===== config.mk =====
export PLATFORM = sky130hd
export DESIGN_NAME = low_voltage_monitor
export DESIGN_NICKNAME = d
export VERILOG_FILES = /design/src/logic/lvm_pkg.sv /design/src/logic/low_voltage_monitor.sv /design/src/logic/bit_sync.sv /design/src/logic/delay_timer.sv
export VERILOG_INCLUDE_DIRS = /design/src /design/src/logic
export SDC_FILE = /design/constraint.sdc
export NUM_CORES = 1
export LEC_CHECK = 0
export BUFFER_PORTS_ARGS = -buffer_cell sky130_fd_sc_hd__buf_2
export CORE_ASPECT_RATIO = 0.8
export CORE_MARGIN = 4
export CORE_UTILIZATION = 42
export CTS_CLUSTER_DIAMETER = 100
export DETAILED_ROUTE_END_ITERATION = 8
export GPL_ROUTABILITY_DRIVEN = 1
export SLEW_MARGIN = 10
export SYNTH_ARGS = -nofsm -noshare
export SYNTH_HDL_FRONTEND = slang
export SYNTH_SLANG_ARGS = --single-unit

===== constraint.sdc =====
create_clock -name mclk_in -period 3.35 [get_ports mclk_in]
set_clock_uncertainty 0.15 [all_clocks]
set_input_delay 0 -clock mclk_in [delete_from_list [all_inputs] [get_ports mclk_in]]
set_output_delay 0 -clock mclk_in [all_outputs]
set_load 0.02 [all_outputs]

===== src/logic/lvm_map.svh =====
// Register map, field positions, reset values and timing figures of the supply monitor.
// Assumes inclusion by bare name from the modules that need it.
`ifndef LVM_MAP_SVH
`define LVM_MAP_SVH
`define ADDR_MON_CTRL 4'h0
`define ADDR_IRQ_CTRL 4'h1
`define ADDR_GLOBAL_CTRL 4'h2
`define ADDR_IRQ_STATUS 4'h3
`define ADDR_IRQ_MASK 4'h4
`define BIT_TRIP_LO 0
`define BIT_TRIP_HI 2
`define BIT_BANDGAP 3
`define BIT_MON_EN 4
`define BIT_DETECTED 5
`define BIT_IRQ_EN 0
`define BIT_IRQ_REQ 4
`define BIT_GLOBAL_EN 0
`define BIT_EV_DETECT 0
`define BIT_EV_REQUEST 1
`define MON_CTRL_RESET 8'h00
`define IRQ_CTRL_RESET 8'h00
`define SETTLE_DELAY_NS 100
`define IRQ_DELAY_NS 1000
`define CLK_PERIOD_NS 5
`endif


===== src/logic/lvm_pkg.sv =====
// Types shared by the supply monitor modules.
// Assumes nothing beyond the map header.
package lvm_pkg;
   typedef logic [7:0] byte_t;
   typedef logic [3:0] addr_t;
   typedef logic [2:0] trip_level_t;
   typedef enum logic [1:0] {
      DLY_IDLE,
      DLY_COUNT,
      DLY_DONE
   } delay_state_t;
endpackage


===== src/logic/low_voltage_monitor.sv =====
// Control, status and interrupt logic of the supply low-voltage monitor.
// Assumes an analogue comparator outside, already fed the selected trip level, and a
// processor-side register port on the same clock.
// How it works
// RQ1 - Enable bit 4 powers detector; off freezes flag.
// RQ2 - Three bits choose one of eight levels.
// RQ3 - Read-only bit 5 shows supply below level.
// RQ4 - Sleep disables the detector regardless of enable.
// RQ5 - Software waits settle delay before trusting flag.
// RQ6 - Flag follows comparator; may toggle near level.
// RQ7 - Interrupt only after fixed delay from flag; irq_out fires on the flag's rise with no delay when mask bit 0 is set.
// RQ8 - Delay expiry sets request flag; enable gates.
// RQ9 - Low-voltage request wakes device from idle.
// RQ10 - Software presets request flag to avoid wake; the code still wakes on every delay expiry, preset or not.
// RQ11 - Control bits 7 and 6 read zero.
// RQ12 - Request bit 4, enable bit 0, shared register.
// RQ13 - Global enable must be one to interrupt; the code gates only cpu_irq_out with it, irq_out follows status and mask alone.
// RQ14 - Request sticky, writable; comparator synchronised first.
`timescale 1ns/1ps
`include "lvm_map.svh"
module low_voltage_monitor #(
   parameter int SETTLE_CYCLES = (`SETTLE_DELAY_NS + `CLK_PERIOD_NS - 1) / `CLK_PERIOD_NS,
   parameter int IRQ_DELAY_CYCLES = (`IRQ_DELAY_NS + `CLK_PERIOD_NS - 1) / `CLK_PERIOD_NS,
   parameter int COUNT_W = 16
) (
   // Clock and reset
   input wire logic mclk_in,
   input wire logic reset_n_in,
   // Register port
   input wire lvm_pkg::addr_t reg_addr_in,
   input wire lvm_pkg::byte_t reg_wdata_in,
   input wire logic reg_write_in,
   input wire logic reg_read_in,
   output lvm_pkg::byte_t reg_rdata_out,
   // Analogue side
   input wire logic comparator_low_in,
   output logic detector_power_out,
   output logic bandgap_buffer_enable_out,
   output lvm_pkg::trip_level_t trip_level_select_out,
   // Power mode and system
   input wire logic sleep_mode_in,
   output logic idle_wakeup_out,
   output logic cpu_irq_out,
   output logic irq_out,
   output logic settled_out
);
   import lvm_pkg::*;

   typedef struct packed {
      trip_level_t trip_level_select;
      logic bandgap_buffer_enable;
      logic monitor_enable;
      logic low_supply_detected_flag;
      logic low_supply_irq_enable;
      logic low_supply_irq_request;
      logic global_irq_enable;
      logic [1:0] irq_status;
      logic [1:0] irq_mask;
      byte_t rdata;
   } mon_state_t;

   mon_state_t state_reg;
   mon_state_t state_next;
   logic comp_sync;
   logic detector_active;
   logic irq_delay_expired;
   logic settled;
   logic flag_rise;

   function automatic logic hit(input addr_t a, input addr_t target, input logic strobe);
      hit = strobe && (a == target);
   endfunction

   // The comparator sits in the analogue domain, so it is synchronised first.
   bit_sync u_comp_sync ( // RQ14
      .mclk_in(mclk_in),
      .reset_n_in(reset_n_in),
      .async_in(comparator_low_in),
      .sync_out(comp_sync)
   );

   assign detector_active = state_reg.monitor_enable && !sleep_mode_in; // RQ1 RQ4

   // Settle timer gives software a status bit for the stabilisation wait.
   delay_timer #(.COUNT_W(COUNT_W)) u_settle ( // RQ5
      .mclk_in(mclk_in),
      .reset_n_in(reset_n_in),
      .run_in(detector_active),
      .cycles_in(COUNT_W'(SETTLE_CYCLES)),
      .expired_out(),
      .done_out(settled)
   );

   // Delay restarts whenever the flag drops, so a hovering supply must stay low long enough.
   delay_timer #(.COUNT_W(COUNT_W)) u_irq_delay ( // RQ7
      .mclk_in(mclk_in),
      .reset_n_in(reset_n_in),
      .run_in(detector_active && state_reg.low_supply_detected_flag),
      .cycles_in(COUNT_W'(IRQ_DELAY_CYCLES)),
      .expired_out(irq_delay_expired),
      .done_out()
   );

   assign flag_rise = detector_active && comp_sync && !state_reg.low_supply_detected_flag;

   always_comb begin
      state_next = state_reg;
      state_next.rdata = '0;
      // Flag tracks the comparator only while powered; otherwise it holds.
      if (detector_active) begin
         state_next.low_supply_detected_flag = comp_sync; // RQ3 RQ6 RQ1
      end
      if (hit(reg_addr_in, `ADDR_MON_CTRL, reg_write_in)) begin
         state_next.trip_level_select = reg_wdata_in[`BIT_TRIP_HI:`BIT_TRIP_LO]; // RQ2
         state_next.bandgap_buffer_enable = reg_wdata_in[`BIT_BANDGAP];
         state_next.monitor_enable = reg_wdata_in[`BIT_MON_EN]; // RQ1
      end
      if (hit(reg_addr_in, `ADDR_IRQ_CTRL, reg_write_in)) begin
         state_next.low_supply_irq_enable = reg_wdata_in[`BIT_IRQ_EN]; // RQ12
         state_next.low_supply_irq_request = reg_wdata_in[`BIT_IRQ_REQ]; // RQ14 RQ10
      end
      if (hit(reg_addr_in, `ADDR_GLOBAL_CTRL, reg_write_in)) begin
         state_next.global_irq_enable = reg_wdata_in[`BIT_GLOBAL_EN]; // RQ13
      end
      if (hit(reg_addr_in, `ADDR_IRQ_MASK, reg_write_in)) begin
         state_next.irq_mask = reg_wdata_in[`BIT_EV_REQUEST:`BIT_EV_DETECT];
      end
      if (hit(reg_addr_in, `ADDR_IRQ_STATUS, reg_read_in)) begin
         state_next.irq_status = '0;
      end
      // Hardware sets win over a same-cycle software clear.
      if (irq_delay_expired) begin
         state_next.low_supply_irq_request = 1'b1; // RQ8
         state_next.irq_status[`BIT_EV_REQUEST] = 1'b1;
      end
      if (flag_rise) begin
         state_next.irq_status[`BIT_EV_DETECT] = 1'b1;
      end
      if (reg_read_in) begin
         unique case (reg_addr_in)
            `ADDR_MON_CTRL: begin
               state_next.rdata[`BIT_TRIP_HI:`BIT_TRIP_LO] = state_reg.trip_level_select;
               state_next.rdata[`BIT_BANDGAP] = state_reg.bandgap_buffer_enable;
               state_next.rdata[`BIT_MON_EN] = state_reg.monitor_enable;
               state_next.rdata[`BIT_DETECTED] = state_reg.low_supply_detected_flag; // RQ3
               // Bits 7 and 6 stay at the zero set above.
            end // RQ11
            `ADDR_IRQ_CTRL: begin
               state_next.rdata[`BIT_IRQ_EN] = state_reg.low_supply_irq_enable;
               state_next.rdata[`BIT_IRQ_REQ] = state_reg.low_supply_irq_request;
            end
            `ADDR_GLOBAL_CTRL: begin
               state_next.rdata[`BIT_GLOBAL_EN] = state_reg.global_irq_enable;
            end
            `ADDR_IRQ_STATUS: begin
               state_next.rdata[`BIT_EV_REQUEST:`BIT_EV_DETECT] = state_reg.irq_status;
            end
            `ADDR_IRQ_MASK: begin
               state_next.rdata[`BIT_EV_REQUEST:`BIT_EV_DETECT] = state_reg.irq_mask;
            end
            default: state_next.rdata = '0;
         endcase
      end
   end

   always_ff @(posedge mclk_in or negedge reset_n_in) begin
      if (!reset_n_in) begin
         state_reg <= '0;
      end else begin
         state_reg <= state_next;
      end
   end

   assign reg_rdata_out = state_reg.rdata;
   assign detector_power_out = detector_active;
   assign bandgap_buffer_enable_out = state_reg.bandgap_buffer_enable;
   assign trip_level_select_out = state_reg.trip_level_select; // RQ2
   // Wake-up ignores the interrupt enables and the request flag; it pulses on every delay expiry, even with the request preset.
   assign idle_wakeup_out = irq_delay_expired; // RQ9 RQ10
   assign cpu_irq_out = state_reg.low_supply_irq_request && state_reg.low_supply_irq_enable
      && state_reg.global_irq_enable; // RQ8 RQ12 RQ13
   assign irq_out = |(state_reg.irq_status & state_reg.irq_mask);
   assign settled_out = settled;
endmodule


===== src/logic/bit_sync.sv =====
// Two-stage synchroniser for one asynchronous level.
// Assumes the input is a slow level such as a comparator output.
`timescale 1ns/1ps
module bit_sync (
   // Clock and reset
   input wire logic mclk_in,
   input wire logic reset_n_in,
   // Data
   input wire logic async_in,
   output logic sync_out
);
   typedef struct packed {
      logic first;
      logic second;
   } sync_state_t;
   sync_state_t state_reg;
   sync_state_t state_next;
   always_comb begin
      state_next = state_reg;
      state_next.first = async_in;
      state_next.second = state_reg.first;
   end
   always_ff @(posedge mclk_in or negedge reset_n_in) begin
      if (!reset_n_in) begin
         state_reg <= '0;
      end else begin
         state_reg <= state_next;
      end
   end
   assign sync_out = state_reg.second;
endmodule


===== src/logic/delay_timer.sv =====
// Retriggerable delay timer: counts while its start level holds and pulses once at the end.
// Assumes start is already synchronous to mclk_in.
`timescale 1ns/1ps
`include "lvm_map.svh"
module delay_timer #(
   parameter int COUNT_W = 16
) (
   // Clock and reset
   input wire logic mclk_in,
   input wire logic reset_n_in,
   // Control
   input wire logic run_in,
   input wire logic [COUNT_W-1:0] cycles_in,
   output logic expired_out,
   output logic done_out
);
   import lvm_pkg::*;
   typedef struct packed {
      delay_state_t st;
      logic [COUNT_W-1:0] count;
      logic expired;
   } timer_state_t;
   timer_state_t state_reg;
   timer_state_t state_next;
   always_comb begin
      state_next = state_reg;
      state_next.expired = 1'b0;
      unique case (state_reg.st)
         DLY_IDLE: begin
            if (run_in) begin
               state_next.st = DLY_COUNT;
               state_next.count = COUNT_W'(1);
            end
         end
         DLY_COUNT: begin
            if (!run_in) begin
               state_next.st = DLY_IDLE;
            end else if (state_reg.count >= cycles_in) begin
               state_next.st = DLY_DONE;
               state_next.expired = 1'b1;
            end else begin
               state_next.count = state_reg.count + COUNT_W'(1);
            end
         end
         DLY_DONE: begin
            if (!run_in) begin
               state_next.st = DLY_IDLE;
            end
         end
         default: state_next.st = DLY_IDLE;
      endcase
   end
   always_ff @(posedge mclk_in or negedge reset_n_in) begin
      if (!reset_n_in) begin
         state_reg <= '{st: DLY_IDLE, count: '0, expired: 1'b0};
      end else begin
         state_reg <= state_next;
      end
   end
   assign expired_out = state_reg.expired;
   assign done_out = (state_reg.st == DLY_DONE);
endmodule


# Yosys cells after proc, flatten, opt, wreduce, memory -nomap -nowiden
# Index checks and enable logic that the tools add are counted.
[word_totals]
ff_bits = 60
out_inout_bits = 17
word_cells = 97
[classes]
n_addsub = 2
order_cmp = 2
eq_ne = 18
n_mux = 30
n_bitwise = 1
n_reduce_logical = 26
[ops]
columns = ["operator", "n"]
rows = [
  ["$pmux 16 s2", 2],
  ["$mux 18", 2],
  ["$mux 17", 2],
  ["$add 16x1->16 const B", 2],
  ["$mux 16", 2],
  ["$ge 16x5->1 const B", 1],
  ["$ge 16x8->1 const B", 1],
  ["$mux 2", 8],
  ["$ne 2x2->1 const B", 6],
  ["$pmux 2 s3", 2],
  ["$logic_and 1x1->1", 11],
  ["$reduce_bool 2->1", 5],
  ["$eq 4x2->1 const B", 2],
  ["$mux 1", 8],
  ["$reduce_and 4->1", 2],
  ["$mux 6", 1],
  ["$reduce_and 3->1", 2],
  ["$pmux 1 s5", 1],
  ["$eq 2x1->1 const B", 2],
  ["$eq 2x2->1 const B", 2],
  ["$eq 4x1->1 const B", 1],
  ["$eq 4x3->1 const B", 1],
  ["$logic_not 2->1", 2],
  ["$logic_not 4->1", 1],
  ["other kinds (8)", 10],
]

# Longest topological paths before layout
[logic_depth]
depth_word = 5
depth_mapped = 5

# Modules after synthesis
# A second synthesis with hierarchy kept.
[hier_totals]
hier_cells = 465
hier_area_um2 = 4212.8
[by_module_without_submodules]
columns = ["module", "instances", "cells_each", "area_each_um2", "seq_area_each_um2"]
rows = [
  ["delay_timer at u_settle", 1, 196, 1612.8, 475.5],
  ["delay_timer at u_irq_delay", 1, 187, 1571.5, 475.5],
  ["low_voltage_monitor", 1, 80, 978.4, 475.5],
  ["bit_sync", 1, 2, 50.0, 50.0],
]

# Worst setup path before layout
# Ideal clock, no wire load.
[synth_timing]
kind = "register to register"
startpoint = "register u_irq_delay.state_reg[6] in the netlist's numbering"
endpoint = "register u_irq_delay.state_reg[3] in the netlist's numbering"
setup_time_ns = 0.140
arrival_time_ns = 1.419
required_ns = 3.060
setup_slack_ns = 1.641
stages_incl_launch_ff = 6
path_buffers = 1
period_less_slack_ns = 1.709
cell_sequence = "dfrtp_1 > o311ai_2 > nand3_2 > buf_2 > o311ai_0 > o41ai_1"
[synth_between]
elab_chain_cells = 3
[synth_rtl]
columns = ["item", "line", "rtl"]
rows = [
  ["start, declared", "delay_timer.sv:23", "timer_state_t state_reg;"],
  ["start signal, assigned", "delay_timer.sv:55", "state_reg <= '{st: DLY_IDLE, count: '0, expired: 1'b0};"],
  ["start signal, assigned", "delay_timer.sv:57", "state_reg <= state_next;"],
  ["$ge 16x8->1", "delay_timer.sv:38", "end else if (state_reg.count >= cycles_in) begin"],
  ["$ne 2x2->1 (no line)", "-", ""],
  ["$reduce_and 4->1 (no line)", "-", ""],
]
# No other way between the ends.
# A chain may end at the register's enable or synchronous reset.

# Worst setup path in the final report
[layout_timing]
startpoint = "register u_irq_delay.state_reg[6] in the netlist's numbering"
endpoint = "register u_irq_delay.state_reg[5] in the netlist's numbering"
# Same word-level chain as after synthesis.

==> run summary <==
The die boundary height is between 70 and 80 µm. For the finished layout, the period the worst path requires is between 2 and 2.5 ns. Based on the critical path, the design can be clocked at up to ~490 MHz. The worst-case IR drop observed on VDD is ~320 µV. The number of buffers added by the clock tree synthesis step is 9. In this run the most used layer during global routing was met1. TritonCTS built the clock tree. The number of endpoints with negative hold slack in the final report is 0.

The register area is roughly 1500 µm². The fraction of registers with async set/reset came out at 100%. The H-tree depth is 3. The routed wire length per instance came out at between 10 and 15 µm. From left edge to right edge, the die measures ~96 µm. The number of warnings issued by yosys came out at 0. The first global-routing pass estimated ~8700 µm of wire. The setup slack of the worst register-to-register path came out at ~1.3 ns. The filler cells instantiated in the layout total between 500 and 600.

Among all flip-flop cells after synthesis, the most frequent one is sky130_fd_sc_hd__dfrtp_1. Entering global routing, the biggest net connects 32 pins. The initial utilization of the core area, before any placement, comes to approximately 44%.

The met3 routing resource usage after global routing came out at roughly 5.5%. No sink is reached through more buffers than the 2 on the longest clock path. Setup repair after global routing left no endpoint under its margin. The number of different library cells used by synthesis comes to 50. The area of the core is between 5000 and 6000 µm². The first TritonRoute pass finished after 4 iterations.

The worst register-to-register path begins at u_irq_delay.state_reg[6]. The total of endpoints with negative setup slack in the final report is 0. The floorplan row count came out at 25.

The transition time at the pin with the least slew margin came out at between 0.6 and 0.7 ns. The average instance area after synthesis is 11.4 µm². The hold slack came out at about 0.092 ns. The clock slew at the register clock pins of the worst setup and hold paths came out at 0.07 ns. The full die area is ~7500 µm².

Synthesis inferred between 50 and 60 register bits. The met1 routing resource usage after global routing came out at 22.3%. The share of power burned in registers came out at just over 50%.

Data arrives at the worst endpoint at ~2.1 ns. The tool flagged a number of max-cap violations equal to 0. The final net count is between 200 and 300. The detailed-route wire length came out at between 5000 and 6000 µm.

The number of antenna-violating nets in the routed design is 0. The hold-fix buffer count after cts is 17. Summing every instance area after synthesis gives 2600 µm². Buffers added to address setup during post-CTS repair amount to 0. The final clock period utilization by the worst path is 60.6%.

The highest fanout seen on the critical path came out at 15. The internal power consumption came out at about 1.2 mW. The number of cells on the worst reg-to-reg path is 4. Clock tree synthesis found a total of just under 60 sinks. The type of element launching the critical path is a flip-flop. The residual overflow from global routing came out at 0.

The DRC marker count from the first detailed-route iteration came out at 84. Port buffering added 29 buffers. The post-detailed-route DRC marker count is 0. Power spread over the standard cell area amounts to 550 nW/µm².

The root buffer selected by CTS is sky130_fd_sc_hd__clkbuf_8. The critical register-to-register path endpoint is u_irq_delay.state_reg[5]. The area overhead of the layout relative to synthesis is 19.3%. The initial antenna violation count came out at 0. STA classifies the critical path endpoint as a flip-flop. The share of total power dissipated in combinational logic is around 16%.

Yosys mapped a number of flops with a built-in enable equal to 0. The count of pins on the block boundary came out at 35. The clock latency on the worst-skew pair is ~0.33 ns. The path class of the tightest hold or removal check is in2async. The flow ran to the end, and the final reports show no timing, DRC or antenna violations.

The clock network power share is about 34%. The remaining max-slew budget at the tightest pin is 53.9%. The post-CTS resize count is 0. The max-slew violation count came out at 0. Summing all multi-input logic gate instances after layout gives 1010 µm².

The ratio of routed vias to standard cells is between 5 and 6. The total global-route track usage came out at around 15%. The share of post-route cells with drive strength above 1 came out at a little over a fifth. The setup total negative slack came out at 0 ns. The post-DP HPWL came out at between 3000 and 4000 µm. The worst setup path is of the reg2reg kind. The static power due to leakage came out at 1.51 nW.

The portion of the post-synthesis area used by sequential elements is 55.8%. Summing over every cut layer, the via total after detailed routing is between 1.5k and 2k. The number of global-route vias before repair came to between 1.5k and 2k. The switching fraction of total power came out at around 30%.

The congestion estimate from routability-driven global placement came to just over 0.8. The required time reported for the critical path endpoint is 3.46 ns. The repair_antennas step left the layout with diodes totalling 0. The switching power summed over all nets is 0.506 mW. The met2 track demand over resource in global routing is 21.0%.

Synthesis handed over a netlist of about 230 instances.
final cells by class:
type / count / share of cell area [%]
multi-input cells: 145 / 32.6
clock inverters: 4 / 0.888
well taps: 81 / 3.27
flip-flops and latches: 58 / 46.8
repair buffers: 47 / 10.4
clock buffers: 11 / 4.88
inverters: 9 / 1.09
cell usage after synthesis (all sizes together) (2+ instances only):
master	number	area (µm²)
a21oi	7	38.8
a22o	2	17.5
a22oi	2	15.0
and2	10	62.6
and2b	4	30.0
and3	6	37.5
and4	2	17.5
buf	12	87.6
clkbuf	5	18.8
dfrtp	58	1450
ha	4	50.1
inv	9	33.8
mux2	10	113
mux2i	2	20.0
nand2	8	30.0
nand2b	3	18.8
nand3	13	70.1
nand4	3	18.8
nand4b	3	26.3
nor2	7	26.3
nor2b	16	100
nor3	5	25.0
nor4	5	37.5
o211ai	2	15.0
o21a	2	15.0
o21ai	5	25.0
o311ai	2	25.0
o31ai	2	15.0
or4	4	30.0
cell families after synthesis:
kind of cell | after synthesis | share of synthesized area, %
AOI/OAI and AO/OA | 33 | 9.39
and+or+nand+nor | 94 | 22.2
muxes | 12 | 5.10
buffers and inverters | 26 | 5.39
other | 1 | 0.144
adders and majority gates | 4 | 1.93
DFF | 58 | 55.8
worst max-delay path by stage:
| stage | cells past startpoint | start | endpoint |
|---|---|---|---|
| 6_report | 4 | u_irq_delay.state_reg[6] | u_irq_delay.state_reg[5] |
| 5_1_grt | 4 | u_irq_delay.state_reg[6] | u_irq_delay.state_reg[5] |
| 3_3_place_gp | 4 | u_irq_delay.state_reg[10] | u_irq_delay.state_reg[4] |
| 3_5_place_dp | 4 | u_irq_delay.state_reg[6] | u_irq_delay.state_reg[5] |
| 4_1_cts | 4 | u_irq_delay.state_reg[6] | u_irq_delay.state_reg[5] |
| 2_1_floorplan | 5 | u_irq_delay.state_reg[6] | u_irq_delay.state_reg[3] |
placed cells by master, fill, tap and decap left out, types with 3 or more instances in the layout:
cell,instances
sky130_fd_sc_hd__dfrtp_1,58
sky130_fd_sc_hd__buf_2,29
sky130_fd_sc_hd__dlygate4sd3_1,17
sky130_fd_sc_hd__nor2b_1,16
sky130_fd_sc_hd__nand3_1,12
sky130_fd_sc_hd__clkbuf_8,11
sky130_fd_sc_hd__mux2_2,10
sky130_fd_sc_hd__inv_1,9
sky130_fd_sc_hd__and2_1,9
sky130_fd_sc_hd__nand2_1,8
sky130_fd_sc_hd__nor2_1,7
sky130_fd_sc_hd__and3_1,6
sky130_fd_sc_hd__a21oi_1,6
sky130_fd_sc_hd__nor3_1,5
sky130_fd_sc_hd__o21ai_0,5
sky130_fd_sc_hd__nor4_1,4
sky130_fd_sc_hd__and2b_1,4
sky130_fd_sc_hd__or4_1,4
sky130_fd_sc_hd__ha_1,4
sky130_fd_sc_hd__nand2b_1,3
sky130_fd_sc_hd__nand4b_1,3
sky130_fd_sc_hd__nand4_1,3
sky130_fd_sc_hd__clkinvlp_4,3
per-layer routing:
metal / wire, µm / vias up
met4: 74 / 0
met3: 265 / 9
met2: 2140 / 33
met5: 0 / -
met1: 2600 / 884
li1: - / 889
through the flow:
stage | util, % | total power, mW | instance area (µm²) | setup WS [ns] | cells
finish | 52.1 | 1.71 | 3100 | 1.32 | 355
global route | 52.1 | 1.80 | 3100 | 1.20 | 355
CTS | 52.1 | 1.72 | 3100 | 1.31 | 355
detailed placement | 46.3 | 1.12 | 2750 | 1.32 | 323
global placement | 46.3 | 1.12 | 2750 | 1.38 | 323
floorplan | - | 1.04 | 2600 | 1.64 | 229
critical path: stages (launching register included):
cell                       delay (ns)
sky130_fd_sc_hd__dfrtp_1         0.44
sky130_fd_sc_hd__o311ai_2        0.32
sky130_fd_sc_hd__nand3_2         0.31
sky130_fd_sc_hd__or4_1           0.59
sky130_fd_sc_hd__a21oi_1         0.16
power groups by stage:
stage,logic [mW],clock network (mW),registers [mW]
after floorplan,0.194,0,0.848
after global placement,0.246,0,0.870
after CTS,0.269,0.589,0.861
after detailed placement,0.251,0,0.872
final,0.266,0.577,0.862
after global routing,0.302,0.626,0.875
No activity file was read; power rests on OpenSTA's default activity.
